File: src/hdl/pattern_pkg.sv
// Purpose: Shared constants and types of the pulse pattern register block
// Assumes: One 100 MHz clock; AXI4-Lite register access
// Notes:   Printed offsets are word indices; byte address is index times 4
// Operation
// (RULE1) Low-port direction: 8 bits, write-only
// (RULE2) High-port direction: 8 bits, write-only
// (RULE3) Software sets direction for pattern pins
// (RULE4) Low-port data holds groups 0 and 1
// (RULE5) Enabled low-port data bits ignore CPU writes
// (RULE6) High-port data: groups 2, 3; resets zero
// (RULE7) Selected match copies staged low bits out
// (RULE8) Group 2/3 match copies staged high bits
// (RULE9) Staged registers clear on reset and standby
// (RULE10) Shared low trigger: whole byte, other ones
// (RULE11) Split low trigger: nibbles at two addresses
// (RULE12) Shared high trigger: whole byte, other ones
// (RULE13) Split high trigger: nibbles at two addresses
// (RULE14) Low enable bit gates each low transfer
// (RULE15) High enable bit gates each high transfer
// (RULE16) Enable registers clear on reset and standby
// (RULE17) Two-bit trigger select per group, resets ones
// (RULE18) Normal mode updates on compare match A
// (RULE19) Match pulse copies on its sampling edge
package pattern_pkg;

  localparam int ADDR_W = 18;
  localparam int IDX_W  = 16;

  // Register indices (byte address = index * 4)
  localparam logic [IDX_W-1:0] IDX_TRIG_SEL   = 16'hFFA1;
  localparam logic [IDX_W-1:0] IDX_HIGH_EN    = 16'hFFA2;
  localparam logic [IDX_W-1:0] IDX_LOW_EN     = 16'hFFA3;
  localparam logic [IDX_W-1:0] IDX_NDR_HIGH   = 16'hFFA4;
  localparam logic [IDX_W-1:0] IDX_NDR_LOW    = 16'hFFA5;
  localparam logic [IDX_W-1:0] IDX_NDR_G2_ALT = 16'hFFA6;
  localparam logic [IDX_W-1:0] IDX_NDR_G0_ALT = 16'hFFA7;
  localparam logic [IDX_W-1:0] IDX_LOW_DIR    = 16'hFFD1;
  localparam logic [IDX_W-1:0] IDX_LOW_DATA   = 16'hFFD3;
  localparam logic [IDX_W-1:0] IDX_HIGH_DIR   = 16'hFFD4;
  localparam logic [IDX_W-1:0] IDX_HIGH_DATA  = 16'hFFD6;

  // Reset values and ones used to fill reserved read bits
  localparam logic [7:0] RST_BYTE     = 8'h00;
  localparam logic [7:0] RST_TRIG_SEL = 8'hFF;
  localparam logic [7:0] RESERVED_ONES = 8'hFF;
  localparam logic [3:0] NIBBLE_ONES  = 4'hF;

  // AXI response codes
  localparam logic [1:0] RESP_OKAY   = 2'h0;
  localparam logic [1:0] RESP_SLVERR = 2'h2;

  // Trigger select field width (two bits per group)
  localparam int SEL_W = 2;

  // State of the top module apart from the reset release pipe
  typedef struct packed {
    logic [7:0]       low_dir;
    logic [7:0]       high_dir;
    logic [7:0]       low_data;
    logic [7:0]       high_data;
    logic [7:0]       low_en;
    logic [7:0]       high_en;
    logic [7:0]       trig_sel;
    logic [7:0]       ndr_low;
    logic [7:0]       ndr_high;
    logic             aw_got;
    logic             w_got;
    logic [ADDR_W-1:0] aw_addr;
    logic [7:0]       w_byte;
    logic             w_lane0;
    logic             bvalid;
    logic [1:0]       bresp;
    logic             rvalid;
    logic [1:0]       rresp;
    logic [7:0]       rdata;
  } regs_t;

  // Per-group transfer inputs carried together
  typedef struct packed {
    logic [SEL_W-1:0] sel;
    logic [3:0]       enable;
    logic [3:0]       staged;
    logic [3:0]       current;
    logic             cpu_write;
    logic [3:0]       cpu_data;
  } group_in_t;

endpackage

File: src/hdl/pattern_group.sv
// Purpose: Next value of one 4-bit pattern group of a port data register
// Assumes: Compare match A inputs are one-cycle pulses in the clk domain
// Notes:   Purely combinational; the caller registers the result
`timescale 1ns/100ps
module pattern_group
  import pattern_pkg::*;
(
  // Group controls and data
  input  wire group_in_t  gin,
  // Compare match A of timer channels 0 to 3
  input  wire logic [3:0] match_a,
  // Next port nibble
  output logic [3:0]      next_bits
);

  logic trigger;

  // Selected channel's compare match A fires the group
  assign trigger = match_a[gin.sel]; // RULE17 RULE18

  // Enabled bits follow the staged data on the trigger edge; enabled
  // bits are read-only, so a CPU write only reaches disabled bits
  always_comb begin
    for (int b = 0; b < 4; b++) begin
      if (gin.enable[b]) begin
        next_bits[b] = trigger ? gin.staged[b] : gin.current[b]; // RULE14 RULE19
      end else if (gin.cpu_write) begin
        next_bits[b] = gin.cpu_data[b];
      end else begin
        next_bits[b] = gin.current[b]; // RULE5
      end
    end
  end

endmodule

File: src/hdl/pulse_pattern_next_data_regs.sv
// Purpose: Staged pattern registers, port data/direction, AXI4-Lite slave
// Assumes: Timer compare match A pulses are synchronous to clk
// Notes:   Non-overlap waveform mode is not provided
`timescale 1ns/100ps
module pulse_pattern_next_data_regs
  import pattern_pkg::*;
(
  // Clock and reset
  input  wire  logic              clk,
  input  wire  logic              resetn,
  // Hardware standby request, clears the control and data registers like reset
  input  wire  logic              hw_standby,
  // Compare match A pulses of timer channels 0 to 3
  input  wire  logic [3:0]        compare_match_a,
  // AXI4-Lite write address
  input  wire  logic              s_axi_awvalid,
  output logic                    s_axi_awready,
  input  wire  logic [ADDR_W-1:0] s_axi_awaddr,
  input  wire  logic [2:0]        s_axi_awprot,
  // AXI4-Lite write data
  input  wire  logic              s_axi_wvalid,
  output logic                    s_axi_wready,
  input  wire  logic [31:0]       s_axi_wdata,
  input  wire  logic [3:0]        s_axi_wstrb,
  // AXI4-Lite write response
  output logic                    s_axi_bvalid,
  input  wire  logic              s_axi_bready,
  output logic [1:0]              s_axi_bresp,
  // AXI4-Lite read address
  input  wire  logic              s_axi_arvalid,
  output logic                    s_axi_arready,
  input  wire  logic [ADDR_W-1:0] s_axi_araddr,
  input  wire  logic [2:0]        s_axi_arprot,
  // AXI4-Lite read data
  output logic                    s_axi_rvalid,
  input  wire  logic              s_axi_rready,
  output logic [31:0]             s_axi_rdata,
  output logic [1:0]              s_axi_rresp,
  // Pattern output ports
  output logic [7:0]              low_port_bits,
  output logic [7:0]              low_port_oe,
  output logic [7:0]              high_port_bits,
  output logic [7:0]              high_port_oe
);

  regs_t       s;
  regs_t       next_s;
  logic        rst_n;
  logic [1:0]  rst_pipe;
  logic        clear;
  logic        low_same;
  logic        high_same;
  logic        aw_take;
  logic        w_take;
  logic        ar_take;
  logic        do_write;
  logic [IDX_W-1:0] w_idx;
  logic [IDX_W-1:0] r_idx;
  logic        w_ok;
  logic        r_ok;
  logic [7:0]  r_byte;
  logic [7:0]  wb;
  logic        wr_low_data;
  logic        wr_high_data;
  group_in_t   gin [4];
  logic [3:0]  gnext [4];
  logic [7:0]  low_xfer;
  logic [7:0]  high_xfer;

  // Reset release pipe; the rest of the design sees rst_n
  // Kept apart from the state struct: it runs on the raw reset
  always_ff @(posedge clk or negedge resetn) begin
    if (!resetn) begin
      rst_pipe <= 2'h0;
    end else begin
      rst_pipe <= {rst_pipe[0], 1'b1};
    end
  end
  assign rst_n = rst_pipe[1];

  // Standby clears the same control and data registers as reset, not the bus state;
  // software standby is simply the absence of both, so nothing is lost there
  assign clear = hw_standby;

  // Paired groups share a trigger when their select fields match
  assign low_same  = s.trig_sel[1:0] == s.trig_sel[3:2];
  assign high_same = s.trig_sel[5:4] == s.trig_sel[7:6];

  // Handshakes: one write and one read outstanding at a time
  assign s_axi_awready = !s.aw_got && !s.bvalid;
  assign s_axi_wready  = !s.w_got && !s.bvalid;
  assign s_axi_arready = !s.rvalid;
  assign aw_take  = s_axi_awvalid && s_axi_awready;
  assign w_take   = s_axi_wvalid && s_axi_wready;
  assign ar_take  = s_axi_arvalid && s_axi_arready;
  assign do_write = s.aw_got && s.w_got;

  // Register index of the held write and of the incoming read
  assign w_idx = s.aw_addr[ADDR_W-1:2];
  assign r_idx = s_axi_araddr[ADDR_W-1:2];
  assign wb    = s.w_byte;

  // Write address decode; misaligned addresses are unmapped
  always_comb begin
    w_ok = 1'b0;
    if (s.aw_addr[1:0] == 2'h0) begin
      unique case (w_idx)
        IDX_TRIG_SEL, IDX_HIGH_EN, IDX_LOW_EN, IDX_NDR_HIGH,
        IDX_NDR_LOW, IDX_NDR_G2_ALT, IDX_NDR_G0_ALT, IDX_LOW_DIR,
        IDX_LOW_DATA, IDX_HIGH_DIR, IDX_HIGH_DATA: w_ok = 1'b1;
        default: w_ok = 1'b0;
      endcase
    end
  end

  // Read mux; reserved next-data bits read as ones
  always_comb begin
    r_ok   = s_axi_araddr[1:0] == 2'h0;
    r_byte = RST_BYTE;
    unique case (r_idx)
      IDX_TRIG_SEL:  r_byte = s.trig_sel;
      IDX_HIGH_EN:   r_byte = s.high_en;
      IDX_LOW_EN:    r_byte = s.low_en;
      IDX_LOW_DIR:   r_byte = RST_BYTE; // RULE1
      IDX_HIGH_DIR:  r_byte = RST_BYTE; // RULE2
      IDX_LOW_DATA:  r_byte = s.low_data; // RULE4
      IDX_HIGH_DATA: r_byte = s.high_data; // RULE6
      IDX_NDR_LOW: begin
        if (low_same) begin
          r_byte = s.ndr_low; // RULE10
        end else begin
          r_byte = {s.ndr_low[7:4], NIBBLE_ONES}; // RULE11
        end
      end
      IDX_NDR_G0_ALT: begin
        if (low_same) begin
          r_byte = RESERVED_ONES; // RULE10
        end else begin
          r_byte = {NIBBLE_ONES, s.ndr_low[3:0]}; // RULE11
        end
      end
      IDX_NDR_HIGH: begin
        if (high_same) begin
          r_byte = s.ndr_high; // RULE12
        end else begin
          r_byte = {s.ndr_high[7:4], NIBBLE_ONES}; // RULE13
        end
      end
      IDX_NDR_G2_ALT: begin
        if (high_same) begin
          r_byte = RESERVED_ONES; // RULE12
        end else begin
          r_byte = {NIBBLE_ONES, s.ndr_high[3:0]}; // RULE13
        end
      end
      default: r_ok = 1'b0;
    endcase
  end

  // CPU writes into the port data registers, lane 0 only
  assign wr_low_data  = do_write && s.w_lane0 && w_ok &&
                        w_idx == IDX_LOW_DATA;
  assign wr_high_data = do_write && s.w_lane0 && w_ok &&
                        w_idx == IDX_HIGH_DATA;

  // Group controls: groups 0 and 1 on the low port, 2 and 3 on the high
  always_comb begin
    for (int g = 0; g < 4; g++) begin
      gin[g].sel = s.trig_sel[g*SEL_W +: SEL_W]; // RULE17
      if (g < 2) begin
        gin[g].enable    = s.low_en[(g%2)*4 +: 4];
        gin[g].staged    = s.ndr_low[(g%2)*4 +: 4];
        gin[g].current   = s.low_data[(g%2)*4 +: 4];
        gin[g].cpu_write = wr_low_data;
      end else begin
        gin[g].enable    = s.high_en[(g%2)*4 +: 4];
        gin[g].staged    = s.ndr_high[(g%2)*4 +: 4];
        gin[g].current   = s.high_data[(g%2)*4 +: 4];
        gin[g].cpu_write = wr_high_data;
      end
      gin[g].cpu_data = wb[(g%2)*4 +: 4];
    end
  end

  // One transfer unit per group
  for (genvar g = 0; g < 4; g++) begin : grp
    pattern_group u_group (
      .gin       (gin[g]),
      .match_a   (compare_match_a),
      .next_bits (gnext[g])
    );
  end

  assign low_xfer  = {gnext[1], gnext[0]}; // RULE7
  assign high_xfer = {gnext[3], gnext[2]}; // RULE8

  // Next state of every register
  always_comb begin
    next_s          = s;

    // Port data follows the transfer units every cycle
    next_s.low_data  = low_xfer; // RULE5 RULE14
    next_s.high_data = high_xfer; // RULE6 RULE15

    // Write channel capture, either order
    if (aw_take) begin
      next_s.aw_got  = 1'b1;
      next_s.aw_addr = s_axi_awaddr;
    end
    if (w_take) begin
      next_s.w_got   = 1'b1;
      next_s.w_byte  = s_axi_wdata[7:0];
      next_s.w_lane0 = s_axi_wstrb[0];
    end

    // Perform the write once both halves are held
    if (do_write) begin
      next_s.aw_got = 1'b0;
      next_s.w_got  = 1'b0;
      next_s.bvalid = 1'b1;
      next_s.bresp  = w_ok ? RESP_OKAY : RESP_SLVERR;
      // Misaligned or unmapped writes answer with an error, change nothing
      if (s.w_lane0 && w_ok) begin
        unique case (w_idx)
          IDX_TRIG_SEL: next_s.trig_sel = wb;
          IDX_HIGH_EN:  next_s.high_en  = wb;
          IDX_LOW_EN:   next_s.low_en   = wb;
          IDX_LOW_DIR:  next_s.low_dir  = wb; // RULE1 RULE3
          IDX_HIGH_DIR: next_s.high_dir = wb; // RULE2 RULE3
          IDX_NDR_LOW: begin
            if (low_same) begin
              next_s.ndr_low = wb; // RULE10
            end else begin
              next_s.ndr_low[7:4] = wb[7:4]; // RULE11
            end
          end
          IDX_NDR_G0_ALT: begin
            if (!low_same) begin
              next_s.ndr_low[3:0] = wb[3:0]; // RULE11
            end
          end
          IDX_NDR_HIGH: begin
            if (high_same) begin
              next_s.ndr_high = wb; // RULE12
            end else begin
              next_s.ndr_high[7:4] = wb[7:4]; // RULE13
            end
          end
          IDX_NDR_G2_ALT: begin
            if (!high_same) begin
              next_s.ndr_high[3:0] = wb[3:0]; // RULE13
            end
          end
          default: next_s.trig_sel = s.trig_sel;
        endcase
      end
    end
    if (s.bvalid && s_axi_bready) begin
      next_s.bvalid = 1'b0;
    end

    // Read: answer registered on the same edge that takes the address
    if (ar_take) begin
      next_s.rvalid = 1'b1;
      next_s.rdata  = r_ok ? r_byte : RST_BYTE;
      next_s.rresp  = r_ok ? RESP_OKAY : RESP_SLVERR;
    end else if (s.rvalid && s_axi_rready) begin
      next_s.rvalid = 1'b0;
    end

    // Hardware standby clears registers but lets the bus finish
    if (clear) begin
      next_s.low_dir   = RST_BYTE;
      next_s.high_dir  = RST_BYTE;
      next_s.low_data  = RST_BYTE;
      next_s.high_data = RST_BYTE; // RULE6
      next_s.low_en    = RST_BYTE; // RULE16
      next_s.high_en   = RST_BYTE; // RULE16
      next_s.ndr_low   = RST_BYTE; // RULE9
      next_s.ndr_high  = RST_BYTE; // RULE9
      next_s.trig_sel  = RST_TRIG_SEL; // RULE17
    end
  end

  // State register, cleared by the released reset copy
  always_ff @(posedge clk or negedge rst_n) begin
    if (!rst_n) begin
      s.low_dir   <= RST_BYTE;
      s.high_dir  <= RST_BYTE;
      s.low_data  <= RST_BYTE;
      s.high_data <= RST_BYTE; // RULE6
      s.low_en    <= RST_BYTE; // RULE16
      s.high_en   <= RST_BYTE; // RULE16
      s.trig_sel  <= RST_TRIG_SEL; // RULE17
      s.ndr_low   <= RST_BYTE; // RULE9
      s.ndr_high  <= RST_BYTE; // RULE9
      s.aw_got    <= 1'b0;
      s.w_got     <= 1'b0;
      s.aw_addr   <= '0;
      s.w_byte    <= RST_BYTE;
      s.w_lane0   <= 1'b0;
      s.bvalid    <= 1'b0;
      s.bresp     <= RESP_OKAY;
      s.rvalid    <= 1'b0;
      s.rresp     <= RESP_OKAY;
      s.rdata     <= RST_BYTE;
    end else begin
      s.low_dir   <= next_s.low_dir;
      s.high_dir  <= next_s.high_dir;
      s.low_data  <= next_s.low_data;
      s.high_data <= next_s.high_data;
      s.low_en    <= next_s.low_en;
      s.high_en   <= next_s.high_en;
      s.trig_sel  <= next_s.trig_sel;
      s.ndr_low   <= next_s.ndr_low;
      s.ndr_high  <= next_s.ndr_high;
      s.aw_got    <= next_s.aw_got;
      s.w_got     <= next_s.w_got;
      s.aw_addr   <= next_s.aw_addr;
      s.w_byte    <= next_s.w_byte;
      s.w_lane0   <= next_s.w_lane0;
      s.bvalid    <= next_s.bvalid;
      s.bresp     <= next_s.bresp;
      s.rvalid    <= next_s.rvalid;
      s.rresp     <= next_s.rresp;
      s.rdata     <= next_s.rdata;
    end
  end

  // Bus outputs straight from flip-flops; narrow data in the low byte
  assign s_axi_bvalid = s.bvalid;
  assign s_axi_bresp  = s.bresp;
  assign s_axi_rvalid = s.rvalid;
  assign s_axi_rresp  = s.rresp;
  assign s_axi_rdata  = {24'h000000, s.rdata};

  // Pins: direction register drives the enable of each pin
  assign low_port_bits  = s.low_data;
  assign low_port_oe    = s.low_dir; // RULE3
  assign high_port_bits = s.high_data;
  assign high_port_oe   = s.high_dir; // RULE3

endmodule

File: config.mk
export PLATFORM = sky130hd
export DESIGN_NAME = pulse_pattern_next_data_regs
export DESIGN_NICKNAME = d
export VERILOG_FILES = /design/src/hdl/pattern_pkg.sv /design/src/hdl/pattern_group.sv /design/src/hdl/pulse_pattern_next_data_regs.sv
export SDC_FILE = /design/constraint.sdc
export NUM_CORES = 1
export LEC_CHECK = 0
export BUFFER_PORTS_ARGS = -buffer_cell sky130_fd_sc_hd__buf_2
export CELL_PAD_IN_SITES_DETAIL_PLACEMENT = 0
export CELL_PAD_IN_SITES_GLOBAL_PLACEMENT = 1
export CORE_MARGIN = 2
export CORE_UTILIZATION = 37
export CTS_BUF_LIST = sky130_fd_sc_hd__clkbuf_16
export CTS_CLUSTER_DIAMETER = 100
export DETAILED_ROUTE_END_ITERATION = 10
export PLACE_DENSITY = 0.74
export SLEW_MARGIN = 20
export SYNTH_ARGS = -nofsm -noshare
export SYNTH_HDL_FRONTEND = slang
export SYNTH_HIERARCHICAL = 1
export SYNTH_SLANG_ARGS = --single-unit
File: constraint.sdc
create_clock -name clk -period 3.3 [get_ports clk]
set_input_delay 0.66 -clock clk [delete_from_list [all_inputs] [get_ports clk]]
set_output_delay 0.66 -clock clk [all_outputs]
set_load 0.03 [all_outputs]
==> run summary <==
Period utilization: 77.5%
Layout Skew: 0.00932 ns
Commonest non-fill, non-tap cells in the layout: 106 x dfrtp_1, 103 x buf_2, 85 x nor2_1
Kind of critical path: flip-flop to flip-flop
Final Slew Violations: 0
Clock sink total: 115
Via/cell ratio: 5.47
Vias in the first global route: 5187
Remaining Overflow, GRT: 0
Hold Path End: rst_pipe[1]$_DFF_PN0_
Kind of launch point of the worst setup path: flip-flop
Ys async rst share: 100%
CTS H-Tree Depth: 4
Critical path fanouts, max: 8
Critical-path top delay cell: dfrtp_1
DIE AREA: 0.0190 sq mm
Hold path depth: 0
Share of layout cells above drive strength 1: 28.1%
Final antenna-violating net count: 0
Die Y: 138 um
I/O Buffers: 103
Worst r2r path cells: 10
Most used cell, CP: nor2_1
# hold bufs at CTS: 0
Hold Vio Cnt, Final: 0
Starting density of the core: 38.0%
Initial DRC Count: 435
Residual DRC count: 0
GRT Resource Usage Total: 19.4%
Pin count of the biggest net entering global routing: 54
Worst path arrival time: 2.81 ns
Worst Max-Slew Pin Slew: 0.919 ns
Layout area overhead: 15.3%
Final Util: 43.8%
RSZ-0062 raised after global routing: no
Drt pass-1 iters: 5
Clock root buffer master: clkbuf_16
Clock slew at reported path FFs: 0.05 ns
Max cap viols: 0
Synth warnings: 6
Cts repair resizes: 0
HP Class: flip-flop to flip-flop
CP cell instances: and4bb_1 -> a211oi_1 -> nor3_1 -> nand3_1 -> nor2_1 -> buf_4 -> mux2i_1 -> nor2_1 -> a311o_1 -> nor2b_1
PwrDens: 599 mW/mm^2
Post-synth EDFFs: 0
Vias: 5178
Leak: 3.58 nW
Distinct cells, synth: 61
CTS tree: done
Final net count: 799
Maximum clock frequency: 391 MHz
Initial antenna violation count: 0
Reg2reg setup slack: 0.74 ns
Synth Flop Type: dfrtp_1
CP Data Required Time: 3.56 ns
Fin crit period: 2.56 ns
Post-DP HPWL: 12600 um
Status: finished, final reports clean
Mapped Cells: 639
Reg2reg end: high_port_bits[5]$_DFF_PN0_
CP endpoint kind: flip-flop
Ports: 163
Synthesis-stage register bit count: 115
Final setup fails: 0
Slew margin rel.: 38.8%
WL/cell: 18.4 um
Register area share after synthesis: 43.6%
Post-CTS Setup Inserts: 0
Clock Tree Buf Depth: 2
Clock buffer count from CTS: 17
Diode count: 0
Worst r2r src: s[31]$_DFFE_PN0P_
Core box area: 0.0174 sq mm
First-pass GRT wire length: 28000 um
Peak supply drop: 375 uV
Width of the die: 138 um
Row cnt: 48
Max incr delay on CP: 0.38 ns
Final GP Congestion: 0.918
Avg Cell Area, Syn: 10.4 sq um
Synthesized area: 0.00662 sq mm
Hold path start: rst_pipe[0]$_DFF_PN0_
TNS Setup: 0 ns
Most common cell after layout, fill and taps aside: dfrtp_1
WL final: 17400 um
Clock latency on the worst-skew pair: 0.42 ns
per-stage QoR:
stage | instances | hold slack [ns] | power (W) | setup WS [ns] | area (sq um)
floorplan | 664 | 0.331 | 0.00240 | 0.888 | 6710
global placement | 914 | 0.338 | 0.00262 | 0.746 | 7000
detailed placement | 914 | 0.341 | 0.00267 | 0.710 | 7000
CTS | 946 | 0.00258 | 0.00461 | 0.767 | 7620
global route | 947 | 0.367 | 0.00479 | 0.558 | 7630
finish | 947 | 0.352 | 0.00457 | 0.741 | 7630
cell usage after synthesis, types with 4 or more instances:
library cell | instances | share of area [%]
xnor2_1 | 4 | 0.53
and3_1 | 14 | 1.3
dfrtp_1 | 107 | 40
a211o_1 | 12 | 1.6
nor3_1 | 8 | 0.60
mux2_2 | 27 | 4.6
nor2_1 | 85 | 4.8
a311o_1 | 12 | 1.8
clkbuf_1 | 18 | 1.0
inv_1 | 7 | 0.40
buf_4 | 69 | 7.8
nor3_2 | 6 | 0.91
a32oi_1 | 4 | 0.53
xor2_1 | 5 | 0.66
nor4_1 | 4 | 0.38
a21oi_1 | 8 | 0.60
mux4_2 | 4 | 1.4
a32o_1 | 4 | 0.60
a221oi_1 | 6 | 0.79
o21ai_0 | 5 | 0.38
nand3_1 | 11 | 0.83
dfstp_2 | 8 | 3.2
nor2b_1 | 30 | 2.8
nand2_1 | 38 | 2.2
a222oi_1 | 4 | 0.60
mux2i_1 | 64 | 9.7
a22oi_1 | 11 | 1.2
state kept, by name, summed over array words and instances, names as in the netlist, 2 cells and up:
name,flops
s_axi_rdata,8
high_port_oe,8
low_port_oe,8
s,21
rst_pipe,2
wb,8
low_port_bits,8
gin,40
high_port_bits,8
power breakdown:
group          internal (W)  total, W  switching, W
combinational      0.000339  0.000733      0.000394
sequential          0.00160   0.00191      0.000311
clock               0.00125   0.00193      0.000673
total               0.00319   0.00457       0.00138
worst max-delay path: cells and delay by family, from the launching register on:
| kind | cells | cell delay, ns |
|---|---|---|
| compound gates | 2 | 0.43 |
| mux | 1 | 0.22 |
| flops | 1 | 0.38 |
| simple gates | 6 | 1.14 |
| buf+inv | 1 | 0.23 |
logic make-up (layout without fill, tap and decap cells):
kind of cell,count (synthesis),after routing,synth area share (%)
AO/OA/AOI/OAI,87,87,10.6
XOR/XNOR,9,9,1.19
buffers and inverters,98,156,9.53
flip-flops,115,115,43.6
multiplexers,95,95,15.6
other,2,27,0.113
AND/OR/NAND/NOR,233,233,19.3
per-layer routing:
| metal | vias to the layer above | GRT usage, % | part of all wire (%) | routed length [um] |
|---|---|---|---|---|
| met5 | - | 0 | 0 | 0 |
| met4 | 0 | 5.39 | 1.3 | 228 |
| met3 | 27 | 6.03 | 7.9 | 1380 |
| met2 | 207 | 30.6 | 45 | 7920 |
| met1 | 2579 | 25.8 | 45 | 7910 |
| li1 | 2365 | - | - | - |
how the worst max path moves through the flow:
stage,startpoint,endpoint,slack [ns],depth (start not counted)
6_report,s[31]$_DFFE_PN0P_,high_port_bits[5]$_DFF_PN0_,0.74,10
5_1_grt,s[31]$_DFFE_PN0P_,high_port_bits[5]$_DFF_PN0_,0.56,10
4_1_cts,s[31]$_DFFE_PN0P_,high_port_bits[6]$_DFF_PN0_,0.77,10
3_5_place_dp,s_axi_araddr[6],s_axi_rdata[7]$_DFFE_PN0P_,0.71,7
3_3_place_gp,s_axi_araddr[6],s_axi_rdata[7]$_DFFE_PN0P_,0.75,7
2_1_floorplan,s[31]$_DFFE_PN0P_,high_port_bits[4]$_DFF_PN0_,0.89,9
area by class of cell:
type | count | area [sq um]
clock inverters | 15 | 190
repair buffers | 116 | 616
multi-input cells | 451 | 3190
fillers | 1659 | 9790
flip-flops and latches | 115 | 2890
clock buffers | 17 | 425
inverters | 8 | 30.0
well taps | 225 | 282
No activity file was read; power rests on OpenSTA's default activity.
